[src/hdl/tmc_pkg.sv]
// tmc_pkg: register map, field layout, mode codes and counts of the timer
package tmc_pkg;
	// ----------------------------------------------------------------
	// bus and register map
	// ----------------------------------------------------------------
	localparam int ADDR_W = 12; // apb address width
	localparam int DATA_W = 32; // apb data width
	localparam logic [ADDR_W-1:0] ADDR_CTRL_A = 12'h000;
	localparam logic [ADDR_W-1:0] ADDR_CTRL_B = 12'h004;
	localparam logic [ADDR_W-1:0] ADDR_COUNT = 12'h008;
	localparam logic [ADDR_W-1:0] ADDR_CMP_A = 12'h00c;
	localparam logic [ADDR_W-1:0] ADDR_CAPTURE = 12'h010;
	localparam logic [ADDR_W-1:0] ADDR_STATUS = 12'h014;
	localparam logic [ADDR_W-1:0] ADDR_MASK = 12'h018;
	// ----------------------------------------------------------------
	// fields and reset values
	// ----------------------------------------------------------------
	localparam int CA_MODE_HI = 1; // mode low bits in control a
	localparam int CB_FILTER_BIT = 7; // noise filter enable
	localparam int CB_EDGE_BIT = 6; // capture edge select
	localparam int CB_MODE_HI = 4; // mode high bits 4:3
	localparam int CB_MODE_LO = 3;
	localparam int CB_CS_HI = 2; // clock select 2:0
	localparam logic [7:0] CTRL_RESET = 8'h00;
	localparam logic [7:0] CTRL_B_WMASK = 8'hdf; // bit 5 reads zero
	localparam int ST_W = 2; // status and mask width
	localparam int ST_OVF_BIT = 0;
	localparam int ST_CAP_BIT = 1;
	localparam logic [ST_W-1:0] ST_RESET = 2'h0;
	localparam logic [15:0] CNT_RESET = 16'h0000;
	// ----------------------------------------------------------------
	// top values
	// ----------------------------------------------------------------
	localparam logic [15:0] TOP_MAX = 16'hffff;
	localparam logic [15:0] TOP_8 = 16'h00ff;
	localparam logic [15:0] TOP_9 = 16'h01ff;
	localparam logic [15:0] TOP_10 = 16'h03ff;
	localparam logic [15:0] BOTTOM = 16'h0000;
	localparam logic [15:0] CNT_STEP = 16'h0001;
	// ----------------------------------------------------------------
	// waveform mode codes
	// ----------------------------------------------------------------
	localparam logic [3:0] MODE_NORMAL = 4'h0;
	localparam logic [3:0] MODE_PC8 = 4'h1;
	localparam logic [3:0] MODE_PC9 = 4'h2;
	localparam logic [3:0] MODE_PC10 = 4'h3;
	localparam logic [3:0] MODE_CTC_CMP = 4'h4;
	localparam logic [3:0] MODE_FAST8 = 4'h5;
	localparam logic [3:0] MODE_FAST9 = 4'h6;
	localparam logic [3:0] MODE_FAST10 = 4'h7;
	localparam logic [3:0] MODE_PFC_CAP = 4'h8;
	localparam logic [3:0] MODE_PFC_CMP = 4'h9;
	localparam logic [3:0] MODE_PC_CAP = 4'ha;
	localparam logic [3:0] MODE_PC_CMP = 4'hb;
	localparam logic [3:0] MODE_CTC_CAP = 4'hc;
	localparam logic [3:0] MODE_RSVD = 4'hd;
	localparam logic [3:0] MODE_FAST_CAP = 4'he;
	localparam logic [3:0] MODE_FAST_CMP = 4'hf;
	// ----------------------------------------------------------------
	// clock select and prescaler
	// ----------------------------------------------------------------
	localparam logic [2:0] CS_STOP = 3'h0;
	localparam logic [2:0] CS_DIV1 = 3'h1;
	localparam logic [2:0] CS_DIV8 = 3'h2;
	localparam logic [2:0] CS_DIV64 = 3'h3;
	localparam logic [2:0] CS_DIV256 = 3'h4;
	localparam logic [2:0] CS_DIV1024 = 3'h5;
	localparam logic [2:0] CS_EXT_FALL = 3'h6;
	localparam logic [2:0] CS_EXT_RISE = 3'h7;
	localparam int PRESC_W = 10; // divider counter width
	localparam logic [PRESC_W-1:0] DIV8_MASK = 10'h007;
	localparam logic [PRESC_W-1:0] DIV64_MASK = 10'h03f;
	localparam logic [PRESC_W-1:0] DIV256_MASK = 10'h0ff;
	localparam logic [PRESC_W-1:0] DIV1024_MASK = 10'h3ff;
	localparam logic [PRESC_W-1:0] PRESC_STEP = 10'h001;
	localparam int FILTER_SAMPLES = 4; // equal samples to move filter
	// ----------------------------------------------------------------
	// types
	// ----------------------------------------------------------------
	typedef enum logic [0:0] {
		TMC_DIR_UP = 1'b0,
		TMC_DIR_DOWN = 1'b1
	} tmc_dir_t;
	typedef enum logic [1:0] {
		TMC_AT_IMM = 2'b00,
		TMC_AT_TOP = 2'b01,
		TMC_AT_BOTTOM = 2'b10,
		TMC_AT_MAX = 2'b11
	} tmc_point_t;
endpackage

[src/hdl/tmc_prescaler.sv]
// tmc_prescaler: clock select decode into a one-cycle count enable
`timescale 1ns/1ps
module tmc_prescaler (
	input wire logic clk,
	input wire logic rst,
	input wire logic [2:0] clock_select_field,
	input wire logic external_count_pin,
	output logic count_tick
);
	import tmc_pkg::*;

	logic [PRESC_W-1:0] div_reg; // free-running divider
	logic [PRESC_W-1:0] div_next;
	logic pin_reg; // previous count pin sample
	logic pin_next;

	// ----------------------------------------------------------------
	// divider and pin edge
	// ----------------------------------------------------------------
	// divider runs free so a prescaled rate has no reset phase per select
	always_comb begin
		div_next = div_reg + PRESC_STEP;
		pin_next = external_count_pin;
		unique case (clock_select_field)
			CS_STOP: count_tick = 1'b0;
			CS_DIV1: count_tick = 1'b1;
			CS_DIV8: count_tick = (div_reg & DIV8_MASK) == DIV8_MASK;
			CS_DIV64: count_tick = (div_reg & DIV64_MASK) == DIV64_MASK;
			CS_DIV256: count_tick = (div_reg & DIV256_MASK) == DIV256_MASK;
			CS_DIV1024: count_tick = div_reg == DIV1024_MASK;
			CS_EXT_FALL: count_tick = pin_reg & ~external_count_pin;
			CS_EXT_RISE: count_tick = ~pin_reg & external_count_pin;
		endcase
	end

	always_ff @(posedge clk or posedge rst) begin
		if (rst) begin
			div_reg <= '0;
			pin_reg <= 1'b0;
		end else begin
			div_reg <= div_next;
			pin_reg <= pin_next;
		end
	end
endmodule

[src/hdl/tmc_capture_filter.sv]
// tmc_capture_filter: optional majority-free noise filter on capture pin
`timescale 1ns/1ps
module tmc_capture_filter #(
	parameter int SAMPLES = tmc_pkg::FILTER_SAMPLES
) (
	input wire logic clk,
	input wire logic rst,
	input wire logic filter_enable,
	input wire logic capture_input_pin,
	output logic filtered
);
	import tmc_pkg::*;

	logic [SAMPLES-1:0] hist_reg; // newest sample in bit 0
	logic [SAMPLES-1:0] hist_next;
	logic filt_reg; // filter output
	logic filt_next;

	// ----------------------------------------------------------------
	// sample history and output
	// ----------------------------------------------------------------
	// output moves only once the whole history agrees; costs the delay
	always_comb begin
		hist_next = {hist_reg[SAMPLES-2:0], capture_input_pin};
		filt_next = filt_reg;
		if (!filter_enable) begin
			filt_next = capture_input_pin;
		end else if (&hist_next) begin
			filt_next = 1'b1;
		end else if (~|hist_next) begin
			filt_next = 1'b0;
		end
	end

	always_ff @(posedge clk or posedge rst) begin
		if (rst) begin
			hist_reg <= '0;
			filt_reg <= 1'b0;
		end else begin
			hist_reg <= hist_next;
			filt_reg <= filt_next;
		end
	end

	assign filtered = filt_reg;
endmodule

[src/hdl/tmc_timer16_ctrl.sv]
// tmc_timer16_ctrl: 16-bit timer mode decode, capture and apb registers
// Function
// - mode code from control a 1:0, b 4:3
// - normal/ctc modes: immediate update, overflow at max
// - fixed-top pwm modes use 8/9/10-bit tops
// - variable-top pwm modes: update and overflow points
// - filter needs four equal samples to change
// - edge select zero falling, one rising
// - capture copies counter into capture register
// - capture sets flag; interrupt only when enabled
// - capture disabled when capture register is top
// - control b layout; bit 5 reserved; reset zero
// - clock select: stop, prescaled, external edges
//
// The address map and the APB interface to the registers were chosen for this implementation.
`timescale 1ns/1ps
module tmc_timer16_ctrl (
	input wire logic clk,
	input wire logic rst,
	input wire logic [tmc_pkg::ADDR_W-1:0] paddr,
	input wire logic psel,
	input wire logic penable,
	input wire logic pwrite,
	input wire logic [tmc_pkg::DATA_W-1:0] pwdata,
	output logic [tmc_pkg::DATA_W-1:0] prdata,
	output logic pready,
	output logic pslverr,
	input wire logic capture_input_pin,
	input wire logic external_count_pin,
	output logic irq
);
	import tmc_pkg::*;

	// ----------------------------------------------------------------
	// state
	// ----------------------------------------------------------------
	logic [7:0] ctrl_a_reg, ctrl_a_next; // timer_control_a
	logic [7:0] ctrl_b_reg, ctrl_b_next; // timer_control_b
	logic [15:0] cmp_buf_reg, cmp_buf_next; // compare a as written
	logic [15:0] cmp_act_reg, cmp_act_next; // compare a in use
	logic [ST_W-1:0] mask_reg, mask_next; // interrupt enables
	logic [ST_W-1:0] status_reg, status_next; // sticky flags
	logic [15:0] count_reg, count_next; // counter
	tmc_dir_t dir_reg, dir_next; // slope of dual-slope modes
	logic [15:0] cap_reg, cap_next; // capture_register
	logic filt_prev_reg, filt_prev_next; // last filtered pin level
	logic [DATA_W-1:0] rdata_reg, rdata_next; // read data
	logic err_reg, err_next; // unmapped address seen

	// ----------------------------------------------------------------
	// decoded signals
	// ----------------------------------------------------------------
	logic [3:0] waveform_mode_code;
	logic [15:0] top; // current top value
	tmc_point_t upd_at; // compare update point
	tmc_point_t ovf_at; // overflow flag point
	logic dual_slope; // counts up then down
	logic cap_is_top; // capture register used as top
	logic tick; // count enable
	logic filtered; // capture pin after filter
	logic at_top, at_bottom;
	logic top_evt, bottom_evt, max_evt, ovf_evt;
	logic cap_edge, cap_evt;
	logic setup, wr;
	logic [ST_W-1:0] set_vec;

	assign setup = psel && !penable;
	assign wr = psel && penable && pwrite;

	// ----------------------------------------------------------------
	// submodules
	// ----------------------------------------------------------------
	tmc_prescaler u_presc (
		.clk(clk),
		.rst(rst),
		.clock_select_field(ctrl_b_reg[CB_CS_HI:0]),
		.external_count_pin(external_count_pin),
		.count_tick(tick)
	);

	tmc_capture_filter #(.SAMPLES(FILTER_SAMPLES)) u_filt (
		.clk(clk),
		.rst(rst),
		.filter_enable(ctrl_b_reg[CB_FILTER_BIT]),
		.capture_input_pin(capture_input_pin),
		.filtered(filtered)
	);

	// ----------------------------------------------------------------
	// mode decode
	// ----------------------------------------------------------------
	assign waveform_mode_code = {ctrl_b_reg[CB_MODE_HI:CB_MODE_LO],
		ctrl_a_reg[CA_MODE_HI:0]};

	always_comb begin
		top = TOP_MAX;
		upd_at = TMC_AT_TOP;
		ovf_at = TMC_AT_TOP;
		dual_slope = 1'b0;
		cap_is_top = 1'b0;
		unique case (waveform_mode_code)
			// reserved code runs as normal; the bench picks it to check this
			MODE_NORMAL, MODE_RSVD: begin
				upd_at = TMC_AT_IMM;
				ovf_at = TMC_AT_MAX;
			end
			MODE_CTC_CMP, MODE_CTC_CAP: begin
				top = (waveform_mode_code == MODE_CTC_CAP) ?
					cap_reg : cmp_act_reg;
				cap_is_top = waveform_mode_code == MODE_CTC_CAP;
				upd_at = TMC_AT_IMM;
				ovf_at = TMC_AT_MAX;
			end
			MODE_PC8, MODE_PC9, MODE_PC10: begin
				top = (waveform_mode_code == MODE_PC8) ? TOP_8 :
					(waveform_mode_code == MODE_PC9) ? TOP_9 : TOP_10;
				ovf_at = TMC_AT_BOTTOM;
				dual_slope = 1'b1;
			end
			MODE_FAST8, MODE_FAST9, MODE_FAST10: begin
				top = (waveform_mode_code == MODE_FAST8) ? TOP_8 :
					(waveform_mode_code == MODE_FAST9) ? TOP_9 : TOP_10;
			end
			MODE_PFC_CAP, MODE_PFC_CMP: begin
				top = (waveform_mode_code == MODE_PFC_CAP) ?
					cap_reg : cmp_act_reg;
				cap_is_top = waveform_mode_code == MODE_PFC_CAP;
				upd_at = TMC_AT_BOTTOM;
				ovf_at = TMC_AT_BOTTOM;
				dual_slope = 1'b1;
			end
			MODE_PC_CAP, MODE_PC_CMP: begin
				top = (waveform_mode_code == MODE_PC_CAP) ?
					cap_reg : cmp_act_reg;
				cap_is_top = waveform_mode_code == MODE_PC_CAP;
				ovf_at = TMC_AT_BOTTOM;
				dual_slope = 1'b1;
			end
			MODE_FAST_CAP, MODE_FAST_CMP: begin
				top = (waveform_mode_code == MODE_FAST_CAP) ?
					cap_reg : cmp_act_reg;
				cap_is_top = waveform_mode_code == MODE_FAST_CAP;
			end
		endcase
	end

	// ----------------------------------------------------------------
	// counter events
	// ----------------------------------------------------------------
	assign at_top = count_reg == top;
	assign at_bottom = count_reg == BOTTOM;
	assign top_evt = tick && at_top;
	assign bottom_evt = tick && at_bottom;
	assign max_evt = tick && count_reg == TOP_MAX;
	always_comb begin
		unique case (ovf_at)
			TMC_AT_MAX: ovf_evt = max_evt;
			TMC_AT_BOTTOM: ovf_evt = bottom_evt && dir_reg == TMC_DIR_DOWN;
			TMC_AT_TOP: ovf_evt = top_evt;
			TMC_AT_IMM: ovf_evt = 1'b0;
		endcase
	end

	// ----------------------------------------------------------------
	// capture trigger
	// ----------------------------------------------------------------
	// pin is ignored outright while the capture register sets top
	assign cap_edge = ctrl_b_reg[CB_EDGE_BIT] ?
		(filtered && !filt_prev_reg) : (!filtered && filt_prev_reg);
	assign cap_evt = cap_edge && !cap_is_top;

	// ----------------------------------------------------------------
	// counter and direction
	// ----------------------------------------------------------------
	always_comb begin
		count_next = count_reg;
		dir_next = dir_reg;
		if (tick && !dual_slope) begin
			count_next = at_top ? BOTTOM : count_reg + CNT_STEP;
			dir_next = TMC_DIR_UP;
		end else if (tick && dir_reg == TMC_DIR_UP) begin
			// turn round at top; a top of zero holds for one tick, then steps to one
			if (at_top) begin
				dir_next = TMC_DIR_DOWN;
				count_next = at_bottom ? BOTTOM : count_reg - CNT_STEP;
			end else begin
				count_next = count_reg + CNT_STEP;
			end
		end else if (tick) begin
			if (at_bottom) begin
				dir_next = TMC_DIR_UP;
				count_next = count_reg + CNT_STEP;
			end else begin
				count_next = count_reg - CNT_STEP;
			end
		end
		if (wr && paddr == ADDR_COUNT) begin
			count_next = pwdata[15:0]; // software write wins
		end
	end

	// ----------------------------------------------------------------
	// control, compare, capture and flag registers
	// ----------------------------------------------------------------
	always_comb begin
		ctrl_a_next = ctrl_a_reg;
		ctrl_b_next = ctrl_b_reg;
		cmp_buf_next = cmp_buf_reg;
		cmp_act_next = cmp_act_reg;
		mask_next = mask_reg;
		cap_next = cap_reg;
		filt_prev_next = filtered;
		if (wr && paddr == ADDR_CTRL_A) begin
			ctrl_a_next = pwdata[7:0];
		end
		if (wr && paddr == ADDR_CTRL_B) begin
			// reserved bit never stores, whatever software sends
			ctrl_b_next = pwdata[7:0] & CTRL_B_WMASK;
		end
		if (wr && paddr == ADDR_MASK) begin
			mask_next = pwdata[ST_W-1:0];
		end
		if (wr && paddr == ADDR_CMP_A) begin
			cmp_buf_next = pwdata[15:0];
			if (upd_at == TMC_AT_IMM) begin
				cmp_act_next = pwdata[15:0];
			end
		end
		// buffered compare moves only at its point in the cycle
		if ((upd_at == TMC_AT_TOP && top_evt) ||
			(upd_at == TMC_AT_BOTTOM && bottom_evt)) begin
			cmp_act_next = cmp_buf_reg;
		end
		if (wr && paddr == ADDR_CAPTURE) begin
			cap_next = pwdata[15:0];
		end
		if (cap_evt) begin
			cap_next = count_reg;
		end
		set_vec = '0;
		set_vec[ST_OVF_BIT] = ovf_evt;
		set_vec[ST_CAP_BIT] = cap_evt;
		status_next = status_reg;
		if (wr && paddr == ADDR_STATUS) begin
			status_next = status_reg & ~pwdata[ST_W-1:0];
		end
		status_next = status_next | set_vec; // set wins over clear
	end

	// ----------------------------------------------------------------
	// apb read path
	// ----------------------------------------------------------------
	// data is captured in setup so the answer is ready with no wait
	always_comb begin
		rdata_next = rdata_reg;
		err_next = err_reg;
		if (setup) begin
			rdata_next = '0;
			err_next = 1'b0;
			case (paddr)
				ADDR_CTRL_A: rdata_next[7:0] = ctrl_a_reg;
				ADDR_CTRL_B: rdata_next[7:0] = ctrl_b_reg;
				ADDR_COUNT: rdata_next[15:0] = count_reg;
				ADDR_CMP_A: rdata_next[15:0] = cmp_buf_reg;
				ADDR_CAPTURE: rdata_next[15:0] = cap_reg;
				ADDR_STATUS: rdata_next[ST_W-1:0] = status_reg;
				ADDR_MASK: rdata_next[ST_W-1:0] = mask_reg;
				default: err_next = 1'b1;
			endcase
		end
	end

	always_ff @(posedge clk or posedge rst) begin
		if (rst) begin
			ctrl_a_reg <= CTRL_RESET;
			ctrl_b_reg <= CTRL_RESET;
			cmp_buf_reg <= CNT_RESET;
			cmp_act_reg <= CNT_RESET;
			mask_reg <= ST_RESET;
			status_reg <= ST_RESET;
			count_reg <= CNT_RESET;
			dir_reg <= TMC_DIR_UP;
			cap_reg <= CNT_RESET;
			filt_prev_reg <= 1'b0;
			rdata_reg <= '0;
			err_reg <= 1'b0;
		end else begin
			ctrl_a_reg <= ctrl_a_next;
			ctrl_b_reg <= ctrl_b_next;
			cmp_buf_reg <= cmp_buf_next;
			cmp_act_reg <= cmp_act_next;
			mask_reg <= mask_next;
			status_reg <= status_next;
			count_reg <= count_next;
			dir_reg <= dir_next;
			cap_reg <= cap_next;
			filt_prev_reg <= filt_prev_next;
			rdata_reg <= rdata_next;
			err_reg <= err_next;
		end
	end

	// ----------------------------------------------------------------
	// outputs
	// ----------------------------------------------------------------
	assign prdata = rdata_reg;
	assign pready = 1'b1; // zero-wait slave
	assign pslverr = psel && penable && err_reg;
	assign irq = |(status_reg & mask_reg);
endmodule

[config.mk]
export PLATFORM = sky130hd
export DESIGN_NAME = tmc_timer16_ctrl
export DESIGN_NICKNAME = d
export VERILOG_FILES = /design/src/hdl/tmc_pkg.sv /design/src/hdl/tmc_prescaler.sv /design/src/hdl/tmc_capture_filter.sv /design/src/hdl/tmc_timer16_ctrl.sv
export SDC_FILE = /design/constraint.sdc
export NUM_CORES = 1
export LEC_CHECK = 0
export BUFFER_PORTS_ARGS = -buffer_cell sky130_fd_sc_hd__buf_2
export CAP_MARGIN = 10
export CORE_MARGIN = 2
export CORE_UTILIZATION = 59
export DETAILED_ROUTE_END_ITERATION = 8
export PLACE_DENSITY_LB_ADDON = 0.05
export SYNTH_ARGS = -nofsm -noshare
export SYNTH_HDL_FRONTEND = slang
export SYNTH_SLANG_ARGS = --single-unit
[constraint.sdc]
create_clock -name clk -period 5.2 [get_ports clk]
set_input_delay 1.56 -clock clk [delete_from_list [all_inputs] [get_ports clk]]
set_output_delay 1.56 -clock clk [all_outputs]
set_load 0.005 [all_outputs]
==> results.py, run 1 <==
metrics = {
    "run_status": {
        "outcome": "complete, no violations",
    },
    "route": {
        "avgRoutedWirePerCell_um": 22.40,
        "drt-initial-drc-count": 738,
        "route.detailed.drc": 0,
        "vias": 6878,
        "viasPerCell": 6.737,
        "wirelength_mm": 22.87,
        "dr.pass1.iters": 7,
        "ant_nets": 0,
    },
    "synth": {
        "async_flop_share_pct": 100.0,
        "yosys_warnings": 0,
        "yosysUniqueCellTypes": 81,
        "synth-seq-area-share_pct": 39.42,
        "syn-cell-area_um2": 7427,
        "synth_edf_count": 0,
        "synthTopCellsByArea": "dfrtp_1, mux2_2, nor2_1",
        "synth_top_area_share_pct": 39.42,
        "syn_area_per_cell_um2": 9.169,
        "ys.flop_type": "dfrtp_1",
        "yosysTopAreaCell": "dfrtp_1",
        "postSynthCellCount": 810,
        "synth-seq-cells": 117,
    },
    "final_layout": {
        "drive_gt1_share_pct": 19.11,
        "n_fill_cell": 1008,
        "final_nets": 896,
        "syn_to_final_growth_pct": 12.50,
        "num_antenna_cells": 0,
    },
    "grt": {
        "grt_overflow": 0,
        "antenna_found_initial": 0,
        "grt_pass1_wl_mm": 36.03,
        "grt_max_degree": 86,
        "track_usage_pct": 35.61,
        "grt-busiest-layer": "met2",
        "met3_usage_pct": 7.421,
        "grt_pass1_vias": 6546,
        "use_met2_pct": 55.05,
        "use_met1_pct": 49.08,
    },
    "setup_path": {
        "reg2reg_slack_ns": 1.24,
        "crit_type": "flip-flop to flip-flop",
        "path_max_fanout": 17,
        "r2r-start": "ctrl_b_reg[3]",
        "cp-end-kind": "flip-flop",
        "r2r-end": "count_reg[12]",
        "startpoint": "ctrl_b_reg[3]",
        "required_ns": 5.50,
        "crit_path_start_kind": "flip-flop",
        "cp.arrival_ns": 4.26,
        "reg2reg_depth": 9,
    },
    "timing": {
        "finalCritPeriodShare_pct": 76.06,
        "tns_ns": 0,
        "hold_viol": 0,
        "worstMarginPinSlew_ns": 1.064,
        "fmax_mhz": 252.8,
        "whs_ns": 0.3841,
        "period_minus_slack_ns": 3.955,
        "finalMaxSlewViolations": 0,
        "final-setup-viol-count": 0,
        "fin_skew_ns": 0.008883,
        "rsz0062_at_grt": "no",
        "slew-limit-headroom_pct": 29.05,
    },
    "clocking": {
        "cts_max_level": 4,
        "postCtsHoldBufs": 0,
        "cts_sinks": 117,
        "clkSlewWorstSetupHoldPaths_ns": 0.06,
        "cts_tree": "done",
        "postCtsSetupBuffers": 0,
        "clock_latency_ns": 0.43,
        "max-clock-path-buffers": 2,
        "ctsResizeCount": 0,
        "cts-root-buf": "clkbuf_16",
        "cts_buffers": 17,
    },
    "floorplan": {
        "io_pins": 86,
        "dieHeight_um": 116.2,
        "initial_core_util_pct": 61.07,
        "num_rows": 40,
        "die-area_um2": 13500,
        "fp.dieW_um": 116.2,
        "core-area_um2": 12160,
    },
    "worst_hold_path": {
        "min_to": "u_filt.hist_reg[1]",
        "min_from": "u_filt.hist_reg[0]",
        "worstHoldPathCells": 0,
        "hp-class": "flip-flop to flip-flop",
    },
    "placed_design": {
        "hpwl_mm": 15.56,
        "io_buffers": 52,
        "place.gp.congestion": 0.9287,
    },
    "flow_run": {
        "cap_violations": 0,
    },
    "power": {
        "p_per_area_nw_per_um2": 286.0,
        "p_leak_nw": 3.671,
        "peakVddDrop_mv": 0.2497,
    },
}
==> power breakdown <==
| group | switching (mW) | internal, mW |
|---|---|---|
| clock | 0.439 | 0.840 |
| sequential | 0.0324 | 0.943 |
| combinational | 0.0888 | 0.0462 |
| total | 0.560 | 1.83 |
==> metal layers <==
metal  routed length [um]  vias to the layer above
met4                  694                        0
met3                 1991                       64
met5                    0                        -
li1                     -                     3084
met2                10550                      377
met1                 9638                     3353
==> layout by cell type (no fill, tap or decap), drive strengths merged, types with 15 or more instances in the layout <==
cell type,count
a221o,15
nor3,26
a21oi,48
clkbuf,21
o21ai,39
and3,20
nand2,58
nor2,65
buf,71
conb,17
and2,15
mux2i,17
mux2,34
a22oi,18
nand3,25
inv,20
a222oi,16
nand2b,16
a31oi,20
dfrtp,117
==> logic make-up after synthesis <==
family / Yosys count / share of synthesized area, %
flops: 117 / 39.42
xor+xnor: 20 / 2.359
buf+inv: 95 / 6.317
fa+ha+maj: 5 / 0.8423
compound gates: 242 / 23.30
mux: 51 / 7.446
other cells: 2 / 0.1011
simple gates: 278 / 20.22
==> worst max-delay path, cell delays in order, from the launching register on <==
cell and delay [ns]:
dfrtp_1 0.76, nand2b_1 0.44, a311o_1 0.46, o311ai_1 0.13, nand4_1 0.14, a2111o_1 0.46
nor3_2 0.79, o311ai_0 0.28, a211oi_1 0.27, o31ai_1 0.09
==> metrics by stage <==
stage	area, um^2	power (mW)	util (%)	setup slack, ns	instances
final	8356	2.390	68.70	1.245	1021
after global routing	8356	2.463	68.70	1.038	1021
after CTS	8356	2.394	68.70	1.361	1021
after detailed placement	7712	1.123	63.42	0.9321	989
after global placement	7712	1.116	63.42	0.9626	989
after floorplan	7483	1.070	-	0.5392	825
==> synthesized netlist by cell type, drive strengths merged, types with 3 or more instances <==
library cell  number
nor2b              6
a32o               5
mux2              34
buf               37
nor4b              4
clkbuf            38
a21o               6
xor2               6
a222oi            16
nor2              65
o221ai             7
dfrtp            117
mux2i             17
ha                 5
nand2b            16
and2              15
o22ai              6
nor4              10
a211oi            14
o31ai             11
a21oi             48
nand4             10
a31oi             20
xnor2             14
nand2             58
or2                3
nor3              26
a221o             15
nand3             25
o21ai             39
a221oi             4
and3              20
or3                8
inv               19
o311ai             4
o211ai             5
a22oi             18
==> worst max-delay path by stage <==
stage | to | cells past startpoint
after floorplan | cap_reg[0] | 1
after global placement | count_reg[15] | 10
after detailed placement | count_reg[15] | 10
after CTS | count_reg[12] | 9
after global routing | count_reg[15] | 10
final | count_reg[12] | 9
==> area by class of cell <==
type                    count  area [um^2]  area share (%)
multi-input cells         613         4094           49.00
flip-flops and latches    117         2928           35.04
clock buffers              21        470.5           5.630
repair buffers             71        402.9           4.822
well taps                 168        210.2           2.516
clock inverters            11        172.7           2.066
inverters                  20        77.57          0.9284
Power figures use the tool's default switching activity.
==> run 2: changes to the inputs <==
--- a/config.mk
+++ b/config.mk
@@ -5,10 +5,11 @@
 export SDC_FILE = /design/constraint.sdc
 export NUM_CORES = 1
 export LEC_CHECK = 0
+export ABC_AREA = 1
 export BUFFER_PORTS_ARGS = -buffer_cell sky130_fd_sc_hd__buf_2
 export CAP_MARGIN = 10
 export CORE_MARGIN = 2
-export CORE_UTILIZATION = 59
+export CORE_UTILIZATION = 60
 export DETAILED_ROUTE_END_ITERATION = 8
 export PLACE_DENSITY_LB_ADDON = 0.05
 export SYNTH_ARGS = -nofsm -noshare
==> constraint.sdc (replaced) <==
create_clock -name clk -period 4 [get_ports clk]
set_input_delay 1.2 -clock clk [delete_from_list [all_inputs] [get_ports clk]]
set_output_delay 1.2 -clock clk [all_outputs]
set_load 0.005 [all_outputs]
==> results.py, run 2 <==
metrics = {
    "flow_run": {
        "cap_violations": 0,
    },
    "final_layout": {
        "layout_common_cells": "nand2_1, nor2_1, inv_1, dfrtp_1, nand3_1",
        "n_fill_cell": 1271,
        "final_nets": 1338,
        "drive_gt1_share_pct": 12.51,
        "seqCellArea_um2": 2928,
        "mostFrequentLayoutCell": "nand2_1",
        "syn_to_final_growth_pct": 11.43,
        "multiInputGateArea_um2": 4596,
        "num_antenna_cells": 0,
    },
    "route": {
        "ant_nets": 0,
        "vias": 8726,
        "wirelength_mm": 25.95,
        "drt-initial-drc-count": 961,
        "viasPerCell": 5.916,
        "route.detailed.drc": 0,
        "dr.pass1.iters": 6,
        "avgRoutedWirePerCell_um": 17.59,
    },
    "synth": {
        "yosysUniqueCellTypes": 51,
        "yosys.cell_count.top_type": "nand2_1",
        "syn-cell-area_um2": 8384,
        "yosysTopAreaCell": "dfrtp_1",
        "async_flop_share_pct": 100.0,
        "synthTopCellsByArea": "dfrtp_1, nand2_1, nor2_1",
        "synth_top_area_share_pct": 34.92,
        "synth-seq-cells": 117,
        "ys.flop_type": "dfrtp_1",
        "synth-seq-area-share_pct": 34.92,
        "yosys_warnings": 0,
        "synth_edf_count": 0,
        "synth_commonest_cells": "nand2_1, nor2_1, inv_1",
        "postSynthCellCount": 1239,
        "syn_area_per_cell_um2": 6.767,
    },
    "floorplan": {
        "core-area_um2": 13770,
        "dieHeight_um": 122.2,
        "initial_core_util_pct": 60.87,
        "num_rows": 43,
        "io_pins": 86,
        "fp.dieW_um": 122.2,
        "die-area_um2": 14940,
    },
    "grt": {
        "grt_pass1_vias": 8063,
        "track_usage_pct": 36.21,
        "grt_pass1_wl_mm": 41.26,
        "antenna_found_initial": 0,
        "grt_overflow": 0,
        "grt_max_degree": 68,
    },
    "worst_hold_path": {
        "min_from": "u_filt.hist_reg[1]",
        "min_to": "u_filt.hist_reg[2]",
        "hp-class": "flip-flop to flip-flop",
        "worstHoldPathCells": 0,
    },
    "clocking": {
        "cts_buffers": 17,
        "cts_max_level": 4,
        "ctsResizeCount": 0,
        "clock_latency_ns": 0.43,
        "cts_tree": "done",
        "cts-root-buf": "clkbuf_16",
        "cts_sinks": 117,
        "postCtsHoldBufs": 0,
        "postCtsSetupBuffers": 0,
        "clkSlewWorstSetupHoldPaths_ns": 0.06,
        "max-clock-path-buffers": 2,
    },
    "setup_path": {
        "crit_path_start_kind": "flip-flop",
        "cp.arrival_ns": 3.74,
        "crit_type": "flip-flop to flip-flop",
        "reg2reg_slack_ns": 0.60,
        "r2r-end": "count_reg[8]",
        "r2r-start": "ctrl_a_reg[0]",
        "path_max_fanout": 18,
        "reg2reg_depth": 16,
        "cp-end-kind": "flip-flop",
        "required_ns": 4.33,
        "startpoint": "ctrl_a_reg[0]",
    },
    "run_status": {
        "outcome": "complete, no violations",
    },
    "timing": {
        "finalMaxSlewViolations": 0,
        "period_minus_slack_ns": 3.402,
        "worstMarginPinSlew_ns": 1.031,
        "final-setup-viol-count": 0,
        "fin_skew_ns": 0.007534,
        "fmax_mhz": 293.9,
        "hold_viol": 0,
        "tns_ns": 0,
        "slew-limit-headroom_pct": 31.08,
        "rsz0062_at_grt": "no",
        "finalCritPeriodShare_pct": 85.05,
        "finalWorstSetupSlack_ns": 0.5981,
    },
    "placed_design": {
        "io_buffers": 52,
        "place_ws_ns": 0.6648,
        "place.gp.congestion": 1.005,
        "hpwl_mm": 18.12,
    },
    "power": {
        "p_leak_nw": 4.661,
        "p_per_area_nw_per_um2": 336.8,
        "peakVddDrop_mv": 0.3642,
    },
}
run 2: cell families after synthesis:
logic type                 Yosys count  synth area share [%]
AOI/OAI and AO/OA                  187                 14.39
adders and majority gates            5                0.7462
buffers and inverters              203                 10.98
DFF                                117                 34.92
xor gates and xnor gates            27                 2.821
other                                2               0.08957
and+or+nand+nor                    698                 36.05
run 2: per-stage QoR:
stage	instances	total power [mW]	util, %	area (um^2)	hold WS (ns)
after floorplan	1254	1.461	-	8444	0.3738
after global placement	1443	1.548	63.36	8727	0.3908
after detailed placement	1443	1.553	63.36	8727	0.3963
after CTS	1475	3.137	67.83	9343	0.4094
after global routing	1475	3.243	67.83	9343	0.4210
final	1475	3.147	67.83	9343	0.4088
run 2: where the power goes:
group,internal (mW),switching [mW],total (mW),leakage (nW)
Combinational,0.0843,0.206,0.290,2.86
Clock,1.00,0.606,1.61,0.297
Sequential,1.22,0.0332,1.25,1.51
Total,2.30,0.845,3.15,4.66
run 2: layer usage:
layer	GRT usage [%]	wire length (um)
met5	0	0
met4	14.01	762
met2	54.69	11510
met1	48.74	10620
met3	11.25	3055
run 2: cell type report:
| type | count | area share [%] |
|---|---|---|
| Clock buffer | 18 | 4.701 |
| Inverter | 137 | 5.571 |
| Clock inverter | 14 | 1.888 |
| Timing Repair Buffer | 75 | 4.902 |
| Sequential cell | 117 | 31.34 |
| Multi-Input combinational cell | 934 | 49.19 |
| Tap cell | 180 | 2.411 |
run 2: worst max-delay path by stage:
stage / slack (ns) / to
floorplan: 1.15 / cap_reg[10]
global placement: 0.68 / prdata[4]
detailed placement: 0.66 / prdata[3]
CTS: 0.73 / count_reg[13]
global route: 0.40 / count_reg[13]
finish: 0.60 / count_reg[8]
run 2: critical path, cell delays in order, from the launching register on:
cell	delay (ns)
dfrtp_1	0.67
inv_2	0.30
nand2_1	0.21
nand2_1	0.10
nand3_2	0.26
nand3_1	0.14
o21bai_2	0.14
nand2_1	0.11
nor2_1	0.10
nand2_1	0.06
nor2_1	0.09
nand2_1	0.19
nand2_1	0.40
nand2_2	0.11
nor2_1	0.14
nor2_1	0.06
o21bai_1	0.21
